**config.mk**
```make
export PLATFORM = sky130hd
export DESIGN_NAME = flash_cmd_interp
export DESIGN_NICKNAME = d
export VERILOG_FILES = /design/src/design/flash_cmd_pkg.sv /design/src/design/flash_cmd_interp.sv
export SDC_FILE = /design/constraint.sdc
export NUM_CORES = 2
export LEC_CHECK = 0
export ABC_AREA = 1
export BUFFER_PORTS_ARGS = -buffer_cell sky130_fd_sc_hd__buf_4
export CAP_MARGIN = 20
export CORE_MARGIN = 2
export CORE_UTILIZATION = 38
export DETAILED_ROUTE_END_ITERATION = 8
export SYNTH_ARGS = -nofsm -noshare
export SYNTH_HDL_FRONTEND = slang
export SYNTH_SLANG_ARGS = --single-unit
```
**constraint.sdc**
```tcl
create_clock -name aclk -period 4.6 [get_ports aclk]
set_input_delay 0.69 -clock aclk [delete_from_list [all_inputs] [get_ports aclk]]
set_output_delay 0.69 -clock aclk [all_outputs]
set_load 0.02 [all_outputs]
```
**src/design/flash_cmd_pkg.sv**
```systemverilog
// constants, encodings and carrier types for the flash bank command interpreter
package flash_cmd_pkg;

   // address geometry: byte address on the bus, 16-bit word address inside
   localparam int AXI_AW    = 18;
   localparam int WA_W      = AXI_AW - 2;
   localparam int BANK_W    = 2;
   localparam int NBANK     = 1 << BANK_W;
   localparam int BLK_W     = 4;
   localparam int NBLK      = 1 << BLK_W;
   localparam int BUF_WORDS = 32;
   localparam int CNT_W     = 5;
   localparam int TIMER_W   = 16;
   localparam logic [CNT_W-1:0] BUF_LAST = 5'h1f;

   // command codes
   localparam logic [7:0] OPC_READ_ARRAY  = 8'hff;
   localparam logic [7:0] OPC_READ_STATUS = 8'h70;
   localparam logic [7:0] OPC_READ_SIG    = 8'h90;
   localparam logic [7:0] OPC_QUERY       = 8'h98;
   localparam logic [7:0] OPC_CLEAR_STAT  = 8'h50;
   localparam logic [7:0] OPC_ERASE_SETUP = 8'h20;
   localparam logic [7:0] OPC_PROG_SETUP  = 8'h40;
   localparam logic [7:0] OPC_PROG_ALT    = 8'h10;
   localparam logic [7:0] OPC_BUF_PROG    = 8'he8;
   localparam logic [7:0] OPC_FACTORY     = 8'h80;
   localparam logic [7:0] OPC_CONFIRM     = 8'hd0;
   localparam logic [7:0] OPC_SUSPEND     = 8'hb0;

   // status byte bit positions
   localparam int SR_READY_BIT    = 7;
   localparam int SR_ERASE_ERR    = 5;
   localparam int SR_PROG_ERR     = 4;
   localparam int SR_PROT_ERR     = 1;

   localparam logic [1:0] RESP_OKAY = 2'h0;

   typedef enum logic [1:0] {MODE_ARRAY, MODE_STATUS, MODE_SIG, MODE_QUERY} read_mode_e;

   typedef enum logic [2:0] {
      CS_IDLE, CS_ERASE_SETUP, CS_PROG_SETUP, CS_BUF_COUNT,
      CS_BUF_LOAD, CS_BUF_CONFIRM, CS_FACT_SETUP, CS_FACT_LOAD
   } cmd_state_e;

   typedef enum logic [1:0] {OP_NONE, OP_WORD, OP_ERASE, OP_BUF} pe_op_e;

   // request to the array: one-cycle program or erase strobes with address and data
   typedef struct packed {
      logic             wr;
      logic             erase;
      logic [WA_W-1:0]  addr;
      logic [15:0]      data;
   } pe_req_s;

   // program/erase controller
   typedef struct packed {
      logic               busy;
      pe_op_e             op;
      logic [TIMER_W-1:0] timer;
      logic [CNT_W-1:0]   idx;
      logic [CNT_W-1:0]   last;
      logic [WA_W-1:0]    pa;
      logic [15:0]        pd;
   } pe_ctl_s;

   // whole state of the interpreter
   typedef struct packed {
      logic                            aw_have;
      logic [WA_W-1:0]                 aw_wa;
      logic                            w_have;
      logic [15:0]                     w_data;
      logic                            awready;
      logic                            wready;
      logic                            bvalid;
      logic                            arready;
      logic                            rd_pend;
      logic                            rvalid;
      logic [31:0]                     rdata;
      logic [WA_W-1:0]                 raddr;
      read_mode_e [NBANK-1:0]          mode;
      cmd_state_e                      cs;
      logic [WA_W-1:0]                 base;
      logic [WA_W-1:0]                 start;
      logic [CNT_W-1:0]                nwords;
      logic [CNT_W:0]                  loaded;
      logic [BUF_WORDS-1:0][15:0]      wbuf;
      logic                            ers_err;
      logic                            prg_err;
      logic                            prot_err;
      pe_ctl_s                         ctl;
      pe_req_s                         pe;
   } state_s;

endpackage

```
**src/design/flash_cmd_interp.sv**
```systemverilog
// command interpreter for a multi-bank nor flash, flash space mapped onto axi4-lite
//
// How it works
// - query write puts addressed bank in query
// - query accepted even while programming or erasing
// - query changes only addressed bank's mode
// - clear-status zeroes error flags, mode kept
// - error flags sticky, but misaligned factory confirm in unlocked block clears prot_err; host clears before commands
// - erase sets block ones; protected block errors
// - erase needs setup plus confirm; else errors
// - erase start puts bank in status mode
// - busy bank takes only read modes; suspend ignored
// - reset pin aborts erase; host re-erases
// - word program setup then address/data write
// - programming bank reads return status
// - reset pin aborts program; host erases first
// - buffer setup shows status, ready means free
// - second buffer write carries count n
// - n+1 loads within start to start+n
// - confirm starts; bad sequence errors, no change
// - buffer setup refused with both errors set
// - factory buffer refills while inside one block
// - factory needs unlocked aligned constant start
// - confirm code meaning follows preceding setup
// - undefined write sequences are ignored
// - array read after reset and supply lockout
//
// Our own choices: the register offsets and the AXI4-Lite interface to the registers.
`timescale 1ns/10ps
`default_nettype none

module flash_cmd_interp
   import flash_cmd_pkg::*;
#(
   parameter int unsigned WORD_PROG_CYCLES = 200,
   parameter int unsigned ERASE_CYCLES     = 4000,
   parameter logic [15:0] SIG_CODE         = 16'h5a5a  // arbitrary signature value
)(
   input  wire logic              aclk,
   input  wire logic              aresetn,
   input  wire logic [AXI_AW-1:0] awaddr,
   input  wire logic              awvalid,
   output logic                   awready,
   input  wire logic [31:0]       wdata,
   input  wire logic [3:0]        wstrb,
   input  wire logic              wvalid,
   output logic                   wready,
   output logic [1:0]             bresp,
   output logic                   bvalid,
   input  wire logic              bready,
   input  wire logic [AXI_AW-1:0] araddr,
   input  wire logic              arvalid,
   output logic                   arready,
   output logic [31:0]            rdata,
   output logic [1:0]             rresp,
   output logic                   rvalid,
   input  wire logic              rready,
   input  wire logic              reset_pin_low,
   input  wire logic              vdd_low,
   input  wire logic [NBLK-1:0]   block_protect,
   input  wire logic [15:0]       array_rdata,
   input  wire logic [15:0]       cfi_rdata,
   output logic [WA_W-1:0]        array_raddr,
   output pe_req_s                pe_req,
   output logic                   pe_busy
);

   localparam logic [TIMER_W-1:0] WORD_T  = TIMER_W'(WORD_PROG_CYCLES - 1);
   localparam logic [TIMER_W-1:0] ERASE_T = TIMER_W'(ERASE_CYCLES - 1);

   state_s s_q;
   state_s s_d;

   logic [7:0]        cmd;
   logic [WA_W-1:0]   wa;
   logic [BANK_W-1:0] wbank;
   logic [BLK_W-1:0]  wblk;
   logic [BLK_W-1:0]  base_blk;
   logic [BLK_W-1:0]  start_blk;
   logic [BANK_W-1:0] busy_bank;
   logic              busy_here;
   logic              do_write;
   logic [7:0]        status;
   logic [WA_W-1:0]   eff_start;
   logic [WA_W-1:0]   offset;

   assign cmd       = s_q.w_data[7:0];
   assign wa        = s_q.aw_wa;
   assign wbank     = wa[WA_W-1 -: BANK_W];
   assign wblk      = wa[WA_W-1 -: BLK_W];
   assign base_blk  = s_q.base[WA_W-1 -: BLK_W];
   assign start_blk = s_q.start[WA_W-1 -: BLK_W];
   assign busy_bank = s_q.ctl.pa[WA_W-1 -: BANK_W];
   assign busy_here = s_q.ctl.busy && (busy_bank == wbank);
   assign do_write  = s_q.aw_have && s_q.w_have && !s_q.bvalid;
   // first load word fixes the start address
   assign eff_start = (s_q.loaded == '0) ? wa : s_q.start;
   assign offset    = wa - eff_start;

   always_comb begin
      status = 8'h00;
      status[SR_READY_BIT] = !s_q.ctl.busy;
      status[SR_ERASE_ERR] = s_q.ers_err;
      status[SR_PROG_ERR]  = s_q.prg_err;
      status[SR_PROT_ERR]  = s_q.prot_err;
   end

   always_comb begin
      s_d = s_q;
      s_d.pe.wr    = 1'b0;
      s_d.pe.erase = 1'b0;

      // ---------------- axi write channels
      if (awvalid && s_q.awready) begin
         s_d.aw_have = 1'b1;
         s_d.aw_wa   = awaddr[AXI_AW-1:2];
      end
      if (wvalid && s_q.wready) begin
         s_d.w_have = 1'b1;
         s_d.w_data = wdata[15:0];
      end
      if (s_q.bvalid && bready) begin
         s_d.bvalid = 1'b0;
      end

      // ---------------- program/erase controller
      if (s_q.ctl.busy) begin
         if (s_q.ctl.timer != '0) begin
            s_d.ctl.timer = s_q.ctl.timer - 1'b1;
         end else begin
            case (s_q.ctl.op)
               OP_ERASE: begin
                  s_d.pe.erase = 1'b1;
                  s_d.pe.addr  = s_q.ctl.pa;
                  s_d.ctl.busy = 1'b0;
               end
               OP_WORD: begin
                  s_d.pe.wr    = 1'b1;
                  s_d.pe.addr  = s_q.ctl.pa;
                  s_d.pe.data  = s_q.ctl.pd;
                  s_d.ctl.busy = 1'b0;
               end
               OP_BUF: begin
                  s_d.pe.wr   = 1'b1;
                  s_d.pe.addr = s_q.ctl.pa + WA_W'(s_q.ctl.idx);
                  s_d.pe.data = s_q.wbuf[s_q.ctl.idx];
                  if (s_q.ctl.idx == s_q.ctl.last) begin
                     s_d.ctl.busy = 1'b0;
                  end else begin
                     s_d.ctl.idx   = s_q.ctl.idx + 1'b1;
                     s_d.ctl.timer = WORD_T;
                  end
               end
               default: begin
                  s_d.ctl.busy = 1'b0;
               end
            endcase
         end
      end
      if (!s_d.ctl.busy) begin
         s_d.ctl.op = OP_NONE;
      end

      // ---------------- command interpretation
      if (do_write) begin
         s_d.bvalid  = 1'b1;
         s_d.aw_have = 1'b0;
         s_d.w_have  = 1'b0;
         case (s_q.cs)
            CS_IDLE: begin
               case (cmd)
                  OPC_READ_ARRAY: begin
                     s_d.mode[wbank] = MODE_ARRAY;
                  end
                  OPC_READ_STATUS: begin
                     s_d.mode[wbank] = MODE_STATUS;
                  end
                  OPC_READ_SIG: begin
                     s_d.mode[wbank] = MODE_SIG;
                  end
                  OPC_QUERY: begin
                     s_d.mode[wbank] = MODE_QUERY;
                  end
                  OPC_CLEAR_STAT: begin
                     if (!busy_here) begin
                        s_d.ers_err  = 1'b0;
                        s_d.prg_err  = 1'b0;  // this command, the reset pin and supply lockout clear the flags
                        s_d.prot_err = 1'b0;
                     end
                  end
                  OPC_ERASE_SETUP: begin
                     if (!s_q.ctl.busy) begin
                        s_d.cs   = CS_ERASE_SETUP;
                        s_d.base = wa;
                     end
                  end
                  OPC_PROG_SETUP, OPC_PROG_ALT: begin
                     if (!s_q.ctl.busy) begin
                        s_d.cs   = CS_PROG_SETUP;
                        s_d.base = wa;
                     end
                  end
                  OPC_BUF_PROG: begin
                     if (!busy_here && !(s_q.ers_err && s_q.prg_err)) begin
                        s_d.mode[wbank] = MODE_STATUS;
                        if (!s_q.ctl.busy) begin
                           s_d.cs   = CS_BUF_COUNT;
                           s_d.base = wa;
                        end
                     end
                  end
                  OPC_FACTORY: begin
                     if (!s_q.ctl.busy) begin
                        s_d.cs   = CS_FACT_SETUP;
                        s_d.base = wa;
                     end
                  end
                  default: begin
                  end  // suspend and undefined codes leave everything as is
               endcase
            end
            CS_ERASE_SETUP: begin
               s_d.cs          = CS_IDLE;
               s_d.mode[wbank] = MODE_STATUS;
               if (cmd != OPC_CONFIRM) begin
                  s_d.ers_err = 1'b1;
                  s_d.prg_err = 1'b1;
               end else if (block_protect[wblk]) begin
                  s_d.prot_err = 1'b1;
                  s_d.ers_err  = 1'b1;
               end else begin
                  s_d.ctl.busy  = 1'b1;
                  s_d.ctl.op    = OP_ERASE;
                  s_d.ctl.timer = ERASE_T;
                  s_d.ctl.pa    = {wblk, {(WA_W-BLK_W){1'b0}}};
               end
            end
            CS_PROG_SETUP: begin
               s_d.cs          = CS_IDLE;
               s_d.mode[wbank] = MODE_STATUS;
               if (block_protect[wblk]) begin
                  s_d.prot_err = 1'b1;
                  s_d.prg_err  = 1'b1;
               end else begin
                  s_d.ctl.busy  = 1'b1;
                  s_d.ctl.op    = OP_WORD;
                  s_d.ctl.timer = WORD_T;
                  s_d.ctl.pa    = wa;
                  s_d.ctl.pd    = s_q.w_data;
               end
            end
            CS_BUF_COUNT: begin
               if (wblk != base_blk || s_q.w_data > 16'(BUF_LAST)) begin
                  s_d.prg_err = 1'b1;
                  s_d.cs      = CS_IDLE;
               end else begin
                  s_d.nwords = s_q.w_data[CNT_W-1:0];
                  s_d.loaded = '0;
                  s_d.cs     = CS_BUF_LOAD;
               end
            end
            CS_BUF_LOAD: begin
               if (wblk != base_blk || wa < eff_start || offset > WA_W'(s_q.nwords)) begin
                  s_d.prg_err = 1'b1;
                  s_d.cs      = CS_IDLE;
               end else begin
                  s_d.start = eff_start;
                  s_d.wbuf[offset[CNT_W-1:0]] = s_q.w_data;
                  s_d.loaded = s_q.loaded + 1'b1;
                  if (s_q.loaded == {1'b0, s_q.nwords}) begin
                     s_d.cs = CS_BUF_CONFIRM;
                  end
               end
            end
            CS_BUF_CONFIRM: begin
               s_d.cs = CS_IDLE;
               if (cmd != OPC_CONFIRM || wblk != base_blk) begin
                  s_d.prg_err = 1'b1;
               end else if (block_protect[wblk]) begin
                  s_d.prot_err = 1'b1;
                  s_d.prg_err  = 1'b1;
               end else begin
                  s_d.ctl.busy  = 1'b1;
                  s_d.ctl.op    = OP_BUF;
                  s_d.ctl.timer = WORD_T;
                  s_d.ctl.idx   = '0;
                  s_d.ctl.last  = s_q.nwords;
                  s_d.ctl.pa    = s_q.start;
               end
            end
            CS_FACT_SETUP: begin
               s_d.mode[wbank] = MODE_STATUS;
               s_d.cs          = CS_IDLE;
               if (cmd != OPC_CONFIRM) begin
                  s_d.prg_err = 1'b1;
               end else if (block_protect[wblk] || wa[CNT_W-1:0] != '0) begin
                  s_d.prot_err = block_protect[wblk];
                  s_d.prg_err  = 1'b1;
               end else begin
                  s_d.start  = wa;
                  s_d.base   = wa;
                  s_d.loaded = '0;
                  s_d.cs     = CS_FACT_LOAD;
               end
            end
            CS_FACT_LOAD: begin
               if (wblk != start_blk) begin
                  s_d.cs = CS_IDLE;  // a write outside the block ends the session
               end else if (wa != s_q.start) begin
                  s_d.prg_err = 1'b1;
                  s_d.cs      = CS_IDLE;
               end else if (!s_q.ctl.busy) begin
                  s_d.wbuf[s_q.loaded[CNT_W-1:0]] = s_q.w_data;
                  s_d.loaded = s_q.loaded + 1'b1;
                  if (s_q.loaded[CNT_W-1:0] == BUF_LAST) begin
                     s_d.loaded    = '0;  // buffer refilled again in the same block
                     s_d.ctl.busy  = 1'b1;
                     s_d.ctl.op    = OP_BUF;
                     s_d.ctl.timer = WORD_T;
                     s_d.ctl.idx   = '0;
                     s_d.ctl.last  = BUF_LAST;
                     s_d.ctl.pa    = s_q.base;
                     s_d.base      = s_q.base + WA_W'(BUF_WORDS);
                  end
               end
            end
            default: begin
               s_d.cs = CS_IDLE;
            end
         endcase
      end

      // ---------------- axi read channels
      if (s_q.rvalid && rready) begin
         s_d.rvalid  = 1'b0;
         s_d.arready = 1'b1;
      end
      if (arvalid && s_q.arready) begin
         s_d.arready = 1'b0;
         s_d.rd_pend = 1'b1;
         s_d.raddr   = araddr[AXI_AW-1:2];
      end
      if (s_q.rd_pend) begin
         s_d.rd_pend = 1'b0;
         s_d.rvalid  = 1'b1;
         case (s_q.mode[s_q.raddr[WA_W-1 -: BANK_W]])
            MODE_STATUS: s_d.rdata = {24'h000000, status};
            MODE_SIG:    s_d.rdata = {16'h0000, SIG_CODE};
            MODE_QUERY:  s_d.rdata = {16'h0000, cfi_rdata};
            default:     s_d.rdata = {16'h0000, array_rdata};
         endcase
      end

      // ---------------- reset pin and supply lockout abort command sequences and program/erase
      if (reset_pin_low || vdd_low) begin
         s_d.cs       = CS_IDLE;
         s_d.mode     = '{default: MODE_ARRAY};
         s_d.ctl.busy = 1'b0;
         s_d.ctl.op   = OP_NONE;
         s_d.pe.wr    = 1'b0;
         s_d.pe.erase = 1'b0;
         s_d.ers_err  = 1'b0;
         s_d.prg_err  = 1'b0;
         s_d.prot_err = 1'b0;
      end

      s_d.awready = !s_d.aw_have;
      s_d.wready  = !s_d.w_have;
   end

   always_ff @(posedge aclk) begin
      if (!aresetn) begin
         s_q         <= '0;
         s_q.mode    <= '{default: MODE_ARRAY};
         s_q.cs      <= CS_IDLE;
         s_q.ctl.op  <= OP_NONE;
         s_q.awready <= 1'b1;
         s_q.wready  <= 1'b1;
         s_q.arready <= 1'b1;
      end else begin
         s_q <= s_d;
      end
   end

   assign awready     = s_q.awready;
   assign wready      = s_q.wready;
   assign bvalid      = s_q.bvalid;
   assign bresp       = RESP_OKAY;
   assign arready     = s_q.arready;
   assign rvalid      = s_q.rvalid;
   assign rdata       = s_q.rdata;
   assign rresp       = RESP_OKAY;
   assign array_raddr = s_q.raddr;
   assign pe_req      = s_q.pe;
   assign pe_busy     = s_q.ctl.busy;

endmodule // flash_cmd_interp

`default_nettype wire

```
Yosys cells after proc, flatten, opt, wreduce, memory -nomap -nowiden:

Index checks and enable logic that the tools add are counted.

* $add $sub $neg: 6
* magnitude comparators: 12
* eq/ne operators: 63
* multiplexer cells: 107
* bitwise gates (word level): 14
* reduce and logical (&&, ||, !) cells: 66

Operators by type and width (number)
* two-way mux 518 bit: 4
* bitwise mux 512 bit: 2
* one-hot mux 512 bit (2 select lines): 1
* two-way mux 45 bit: 5
* two-way mux 16 bit: 13
* demux 16 bit (select 5 bit): 2
* one-hot mux 19 bit (4 select lines): 2
* two-way mux 19 bit: 6
* one-hot mux 16 bit (2 select lines): 3
* one-hot mux 16 bit (3 select lines): 2
* binary-select mux 16 bit (select 5 bit): 1
* two-way mux 35 bit: 2
* one-hot mux 16 bit (4 select lines): 1
* two-way mux 21 bit: 3
* two-way mux 61 bit: 1
* two-way mux 46 bit: 1
* == test 8 bit (second input constant): 5
* != test 2 bit (second input constant): 20
* one-hot mux 8 bit (5 select lines): 1
* AND reduction 9 bit: 4
* two-way mux 17 bit: 2
* two-way mux 33 bit: 1
* two-way mux 32 bit: 1
* two-way mux 27 bit: 1
* 76 further kinds: 184

* bits in registers: 752
* input bits: 129
* output and inout bits: 92
* logic and storage cells: 335

Longest topological paths before layout:

* word-level depth: 12
* gate-level depth with buffers: 37
* depth with buffers taken out: 32

Worst setup path after synthesis:

Ideal clock, no wire load.

* kind: flip-flop to flip-flop
* from: register s_q[610] (netlist name)
* to: register s_q[108] (netlist name)
* library setup time: 0.113 ns
* arrival time: 4.344 ns
* required time: 4.487 ns
* setup slack: 0.143 ns
* cell stages (with the launch flop): 34
* buffers on the path: 5
* clock period less this slack: 4.457 ns
* path through: dfxtp_1 > inv_1 > ha_1 > nand3_4 > buf_6 > clkbuf_1 > nand2_1 > inv_1 > a21oi_1 > ha_1 > fa_1 > xnor2_1 > ha_1 > nand2_1 > inv_1 > nand2_1 > nand2_1 > nand2_1 > nand2_1 > nand2_1 > nand2_1 > inv_1 > nand2_1 > nor2_1 > nand4_1 > nor2_1 > nand3_1 > nand2_1 > buf_6 > buf_12 > nand4_4 > buf_2 > nor2_1 > nor2_1

* cells in the longest elaborated chain, start to end: 10

RTL lines
* from (decl): line flash_cmd_interp.sv:71 `state_s s_q;`
* zero test 6 bit: line flash_cmd_interp.sv:97 `assign eff_start = (s_q.loaded == '0) ? wa : s_q.start;`
* two-way mux 16 bit: line flash_cmd_interp.sv:97
* subtractor 16 bit: line flash_cmd_interp.sv:98 `assign offset = wa - eff_start;`
* < comparator 5 x 6 -> 1 bit (not written as such) / >= comparator 5 x 1 -> 1 bit (equally long branches): line flash_cmd_interp.sv:268 `s_d.wbuf[offset[CNT_W-1:0]] = s_q.w_data;`
* logical AND 1 bit (not written as such): line flash_cmd_interp.sv:268
* two-way mux 16 bit (not written as such): line flash_cmd_interp.sv:268
* demux 16 bit (select 5 bit): line flash_cmd_interp.sv:268
* bitwise mux 512 bit: line flash_cmd_interp.sv:268
* two-way mux 518 bit: line flash_cmd_interp.sv:263 `if (wblk != base_blk || wa < eff_start || offset > WA_W'(s_q.nwords)) begin`
* one-hot mux 512 bit (2 select lines): line flash_cmd_interp.sv:169 `case (s_q.cs)`

Parallel ways exist; a longest one is shown, timed or not. The select of a mux whose other input is x is not followed.
A chain may end at the register's enable or synchronous reset.

Final worst setup path:

* from: register s_q[610] (netlist name)
* to: register s_q[447] (netlist name)

Same word-level chain as after synthesis.

==> flow_metrics.env <==
export IMPL_status="complete, no violations"
export IMPL_period_needed_ns=4.33
export IMPL_hold_class="input pin to register"
export IMPL_final_util_pct=43.2
export IMPL_finalCritPeriodShare_pct=94.1
export IMPL_synth_top_area_share_pct=37.6
export IMPL_synthTopCellsByCount="nand2_1, nor2_1, dfxtp_1, inv_1, a21oi_1"
export IMPL_nFillCells=10775
export IMPL_grt_pass1_vias=33055
export IMPL_clockBufferDepth=3
export IMPL_synth_cell_type_count=54
export IMPL_finalClockSkew_ns=0.0245
export IMPL_track_usage_pct=22.8
export IMPL_synth_area_um2=39200
export IMPL_diodes=0
export IMPL_syn_mean_instance_area_um2=6.29
export IMPL_cp_max_fo=22
export IMPL_startpoint_type="register"
export IMPL_synth_ff_type="dfxtp_1"
export IMPL_overflow=0
export IMPL_fin_nets=6294
export IMPL_drive_gt1_share_pct=8.63
export IMPL_slew_headroom_pct=12.0
export IMPL_core_area_um2=102000
export IMPL_dp_slack_ns=-0.122
export IMPL_detail_route_iter0_violations=3438
export IMPL_timing_final_ws_setup_ns=0.270
export IMPL_drtAntennaViolNets=0
export IMPL_antenna_found_initial=2
export IMPL_die_y_um=325
export IMPL_cp_required_ns=5.17
export IMPL_cpMostUsedCell="nand2_1"
export IMPL_p_leak_nw=22.3
export IMPL_cts_buffers=85
export IMPL_critPathMaxStageDelay_ns=0.58
export IMPL_synth_edf_count=0
export IMPL_hpwl_mm=78.9
export IMPL_maxSlewViolCount=0
export IMPL_ios=221
export IMPL_ys_async_sr_fraction_pct=0
export IMPL_final_hold_viol_count=0
export IMPL_final_cells=7564
export IMPL_clock_sinks=736
export IMPL_grt_max_degree=218
export IMPL_start_util_pct=38.4
export IMPL_holdWs_ns=0.296
export IMPL_routedWlPerCell_um=16.6
export IMPL_cp_end_kind="register"
export IMPL_dieArea_um2=106000
export IMPL_regArea_um2=14800
export IMPL_yosys_warnings=0
export IMPL_timing_fmax_mhz=231
export IMPL_critPathKind="register to register"
export IMPL_wl_mm=125
export IMPL_hold_buffers=0
export IMPL_multi_input_area_um2=19300
export IMPL_root_buffer="clkbuf_16"
export IMPL_place_area_um2=41000
export IMPL_die_width_um=325
export IMPL_placedCellCount=7403
export IMPL_num_rows=117
export IMPL_power_density_nw_per_um2=333
export IMPL_h_tree_depth=3
export IMPL_place_gp_congestion=0.903
export IMPL_tightest_slew_ns=1.32
export IMPL_seq_area_frac_synth_pct=37.6
export IMPL_grt_pass1_wl_mm=193
export IMPL_synth_most_common_cell="nand2_1"
export IMPL_clk_pin_slew_worst_paths_ns=0.06
export IMPL_finalInstanceArea_um2=44100
export IMPL_ir_drop_mv=0.220
export IMPL_yosys_top_cells_area="dfxtp_1, nand2_1, nor2_1"
export IMPL_vias=37602
export IMPL_cts_tree="built"
export IMPL_setup_viol=0
export IMPL_drv_cap=0
export IMPL_syn2layout_area_growth_pct=12.6
export IMPL_synth_seq_cells=736
export IMPL_dr_pass1_iters=6
export IMPL_drc=0
export IMPL_worst_path_max_delay_cell="fa_2"
export IMPL_via_per_inst=4.97
export IMPL_arrival_ns=4.90
export IMPL_yosysTopAreaCell="dfxtp_1"
export IMPL_synth_cells=6222
export IMPL_insertion_delay_ns=0.65
export IMPL_io_buffer_count=176
==> routing by layer <==
metal	global-route usage (%)	vias up	routed length, um
met5	0	-	0
met4	5.96	0	3070
met3	2.88	192	7840
met2	36.1	1078	55800
met1	32.6	17238	58700
li1	-	19094	-
==> metrics by stage <==
| step | TNS [ns] | total power (W) |
|---|---|---|
| after floorplan | 0 | 0.00743 |
| after global routing | -0.0264 | 0.0152 |
| after detailed placement | -6.05 | 0.00787 |
| final | 0 | 0.0147 |
| after global placement | -0.116 | 0.00786 |
| after CTS | -0.293 | 0.0148 |
==> cell families after synthesis <==
kind of cell | Yosys count | synth area share (%)
AO/OA/AOI/OAI | 1041 | 14.2
XOR/XNOR | 44 | 0.984
adder cells (fa/ha/maj) | 33 | 1.09
buffers and inverters | 1238 | 13.5
flip-flops | 736 | 37.6
other | 1 | 0.00958
AND/OR/NAND/NOR | 3129 | 32.5
==> what timing repair did <==
item,4_1_cts,5_1_grt
cloned,1,4
pin swaps,0,5
gates resized for setup,6,24
buffers inserted,0,5
setup endpoints to repair,316,534
==> power by group <==
part	leakage, nW	switching (W)	internal (W)
clock network	1.40	0.00280	0.00413
registers	5.95	0.0000647	0.00643
logic	14.9	0.000897	0.000368
==> layout by cell type, fill, tap and decap left out, types with 7 or more instances in the layout <==
cell,n
bufinv_16,7
clkbuf_8,17
clkbuf_1,19
inv_1,717
nand2_2,10
nand4_4,14
a221oi_1,11
clkinv_2,15
dfxtp_2,16
o21ai_1,12
nor2_1,1264
buf_4,258
xnor2_1,12
a211oi_1,10
dfxtp_1,718
conb_1,20
inv_2,17
nand3_1,256
a21oi_1,459
clkinv_1,8
nor2_2,8
buf_12,29
nand4_1,36
o211ai_1,46
o31ai_1,8
nand2_1,1456
xor2_1,31
ha_1,30
a31oi_1,21
clkbuf_16,91
o21ai_0,406
nand4_2,16
o22ai_1,48
nor3_1,41
==> layout make-up <==
cell class,instances,area share [%]
Clock inverter,28,0.795
Sequential cell,736,33.5
Clock buffer,123,5.63
Tap cell,1368,3.88
Multi-Input combinational cell,4267,43.7
Inverter,744,6.35
Timing Repair Buffer,298,6.16
==> critical path: cells and delay by family (launching register included) <==
| family | cells | cell delay, ns |
|---|---|---|
| AO/OA/AOI/OAI | 1 | 0.08 |
| AND/OR/NAND/NOR | 19 | 1.59 |
| buffers and inverters | 8 | 0.99 |
| flip-flops | 1 | 0.31 |
| adder cells (fa/ha/maj) | 4 | 1.26 |
==> state kept, by name, summed over array words and instances (netlist names), 2 cells and up <==
| register | count |
|---|---|
| array_raddr | 16 |
| s_q | 634 |
| busy_bank | 2 |
| wa | 16 |
| rdata | 16 |
| base_blk | 4 |
| pe_req | 34 |
| cmd | 8 |
==> path summary, 6_finish.rpt <==
check / start / to / slack (ns) / cells after the start
min: bready / bvalid / 0.30 / 4
max reg2reg: s_q[610] / s_q[447] / 0.27 / 32
max: s_q[610] / s_q[447] / 0.27 / 32
min reg2reg: s_q[662] / s_q[662] / 0.45 / 2
No activity file was read; power rests on OpenSTA's default activity.
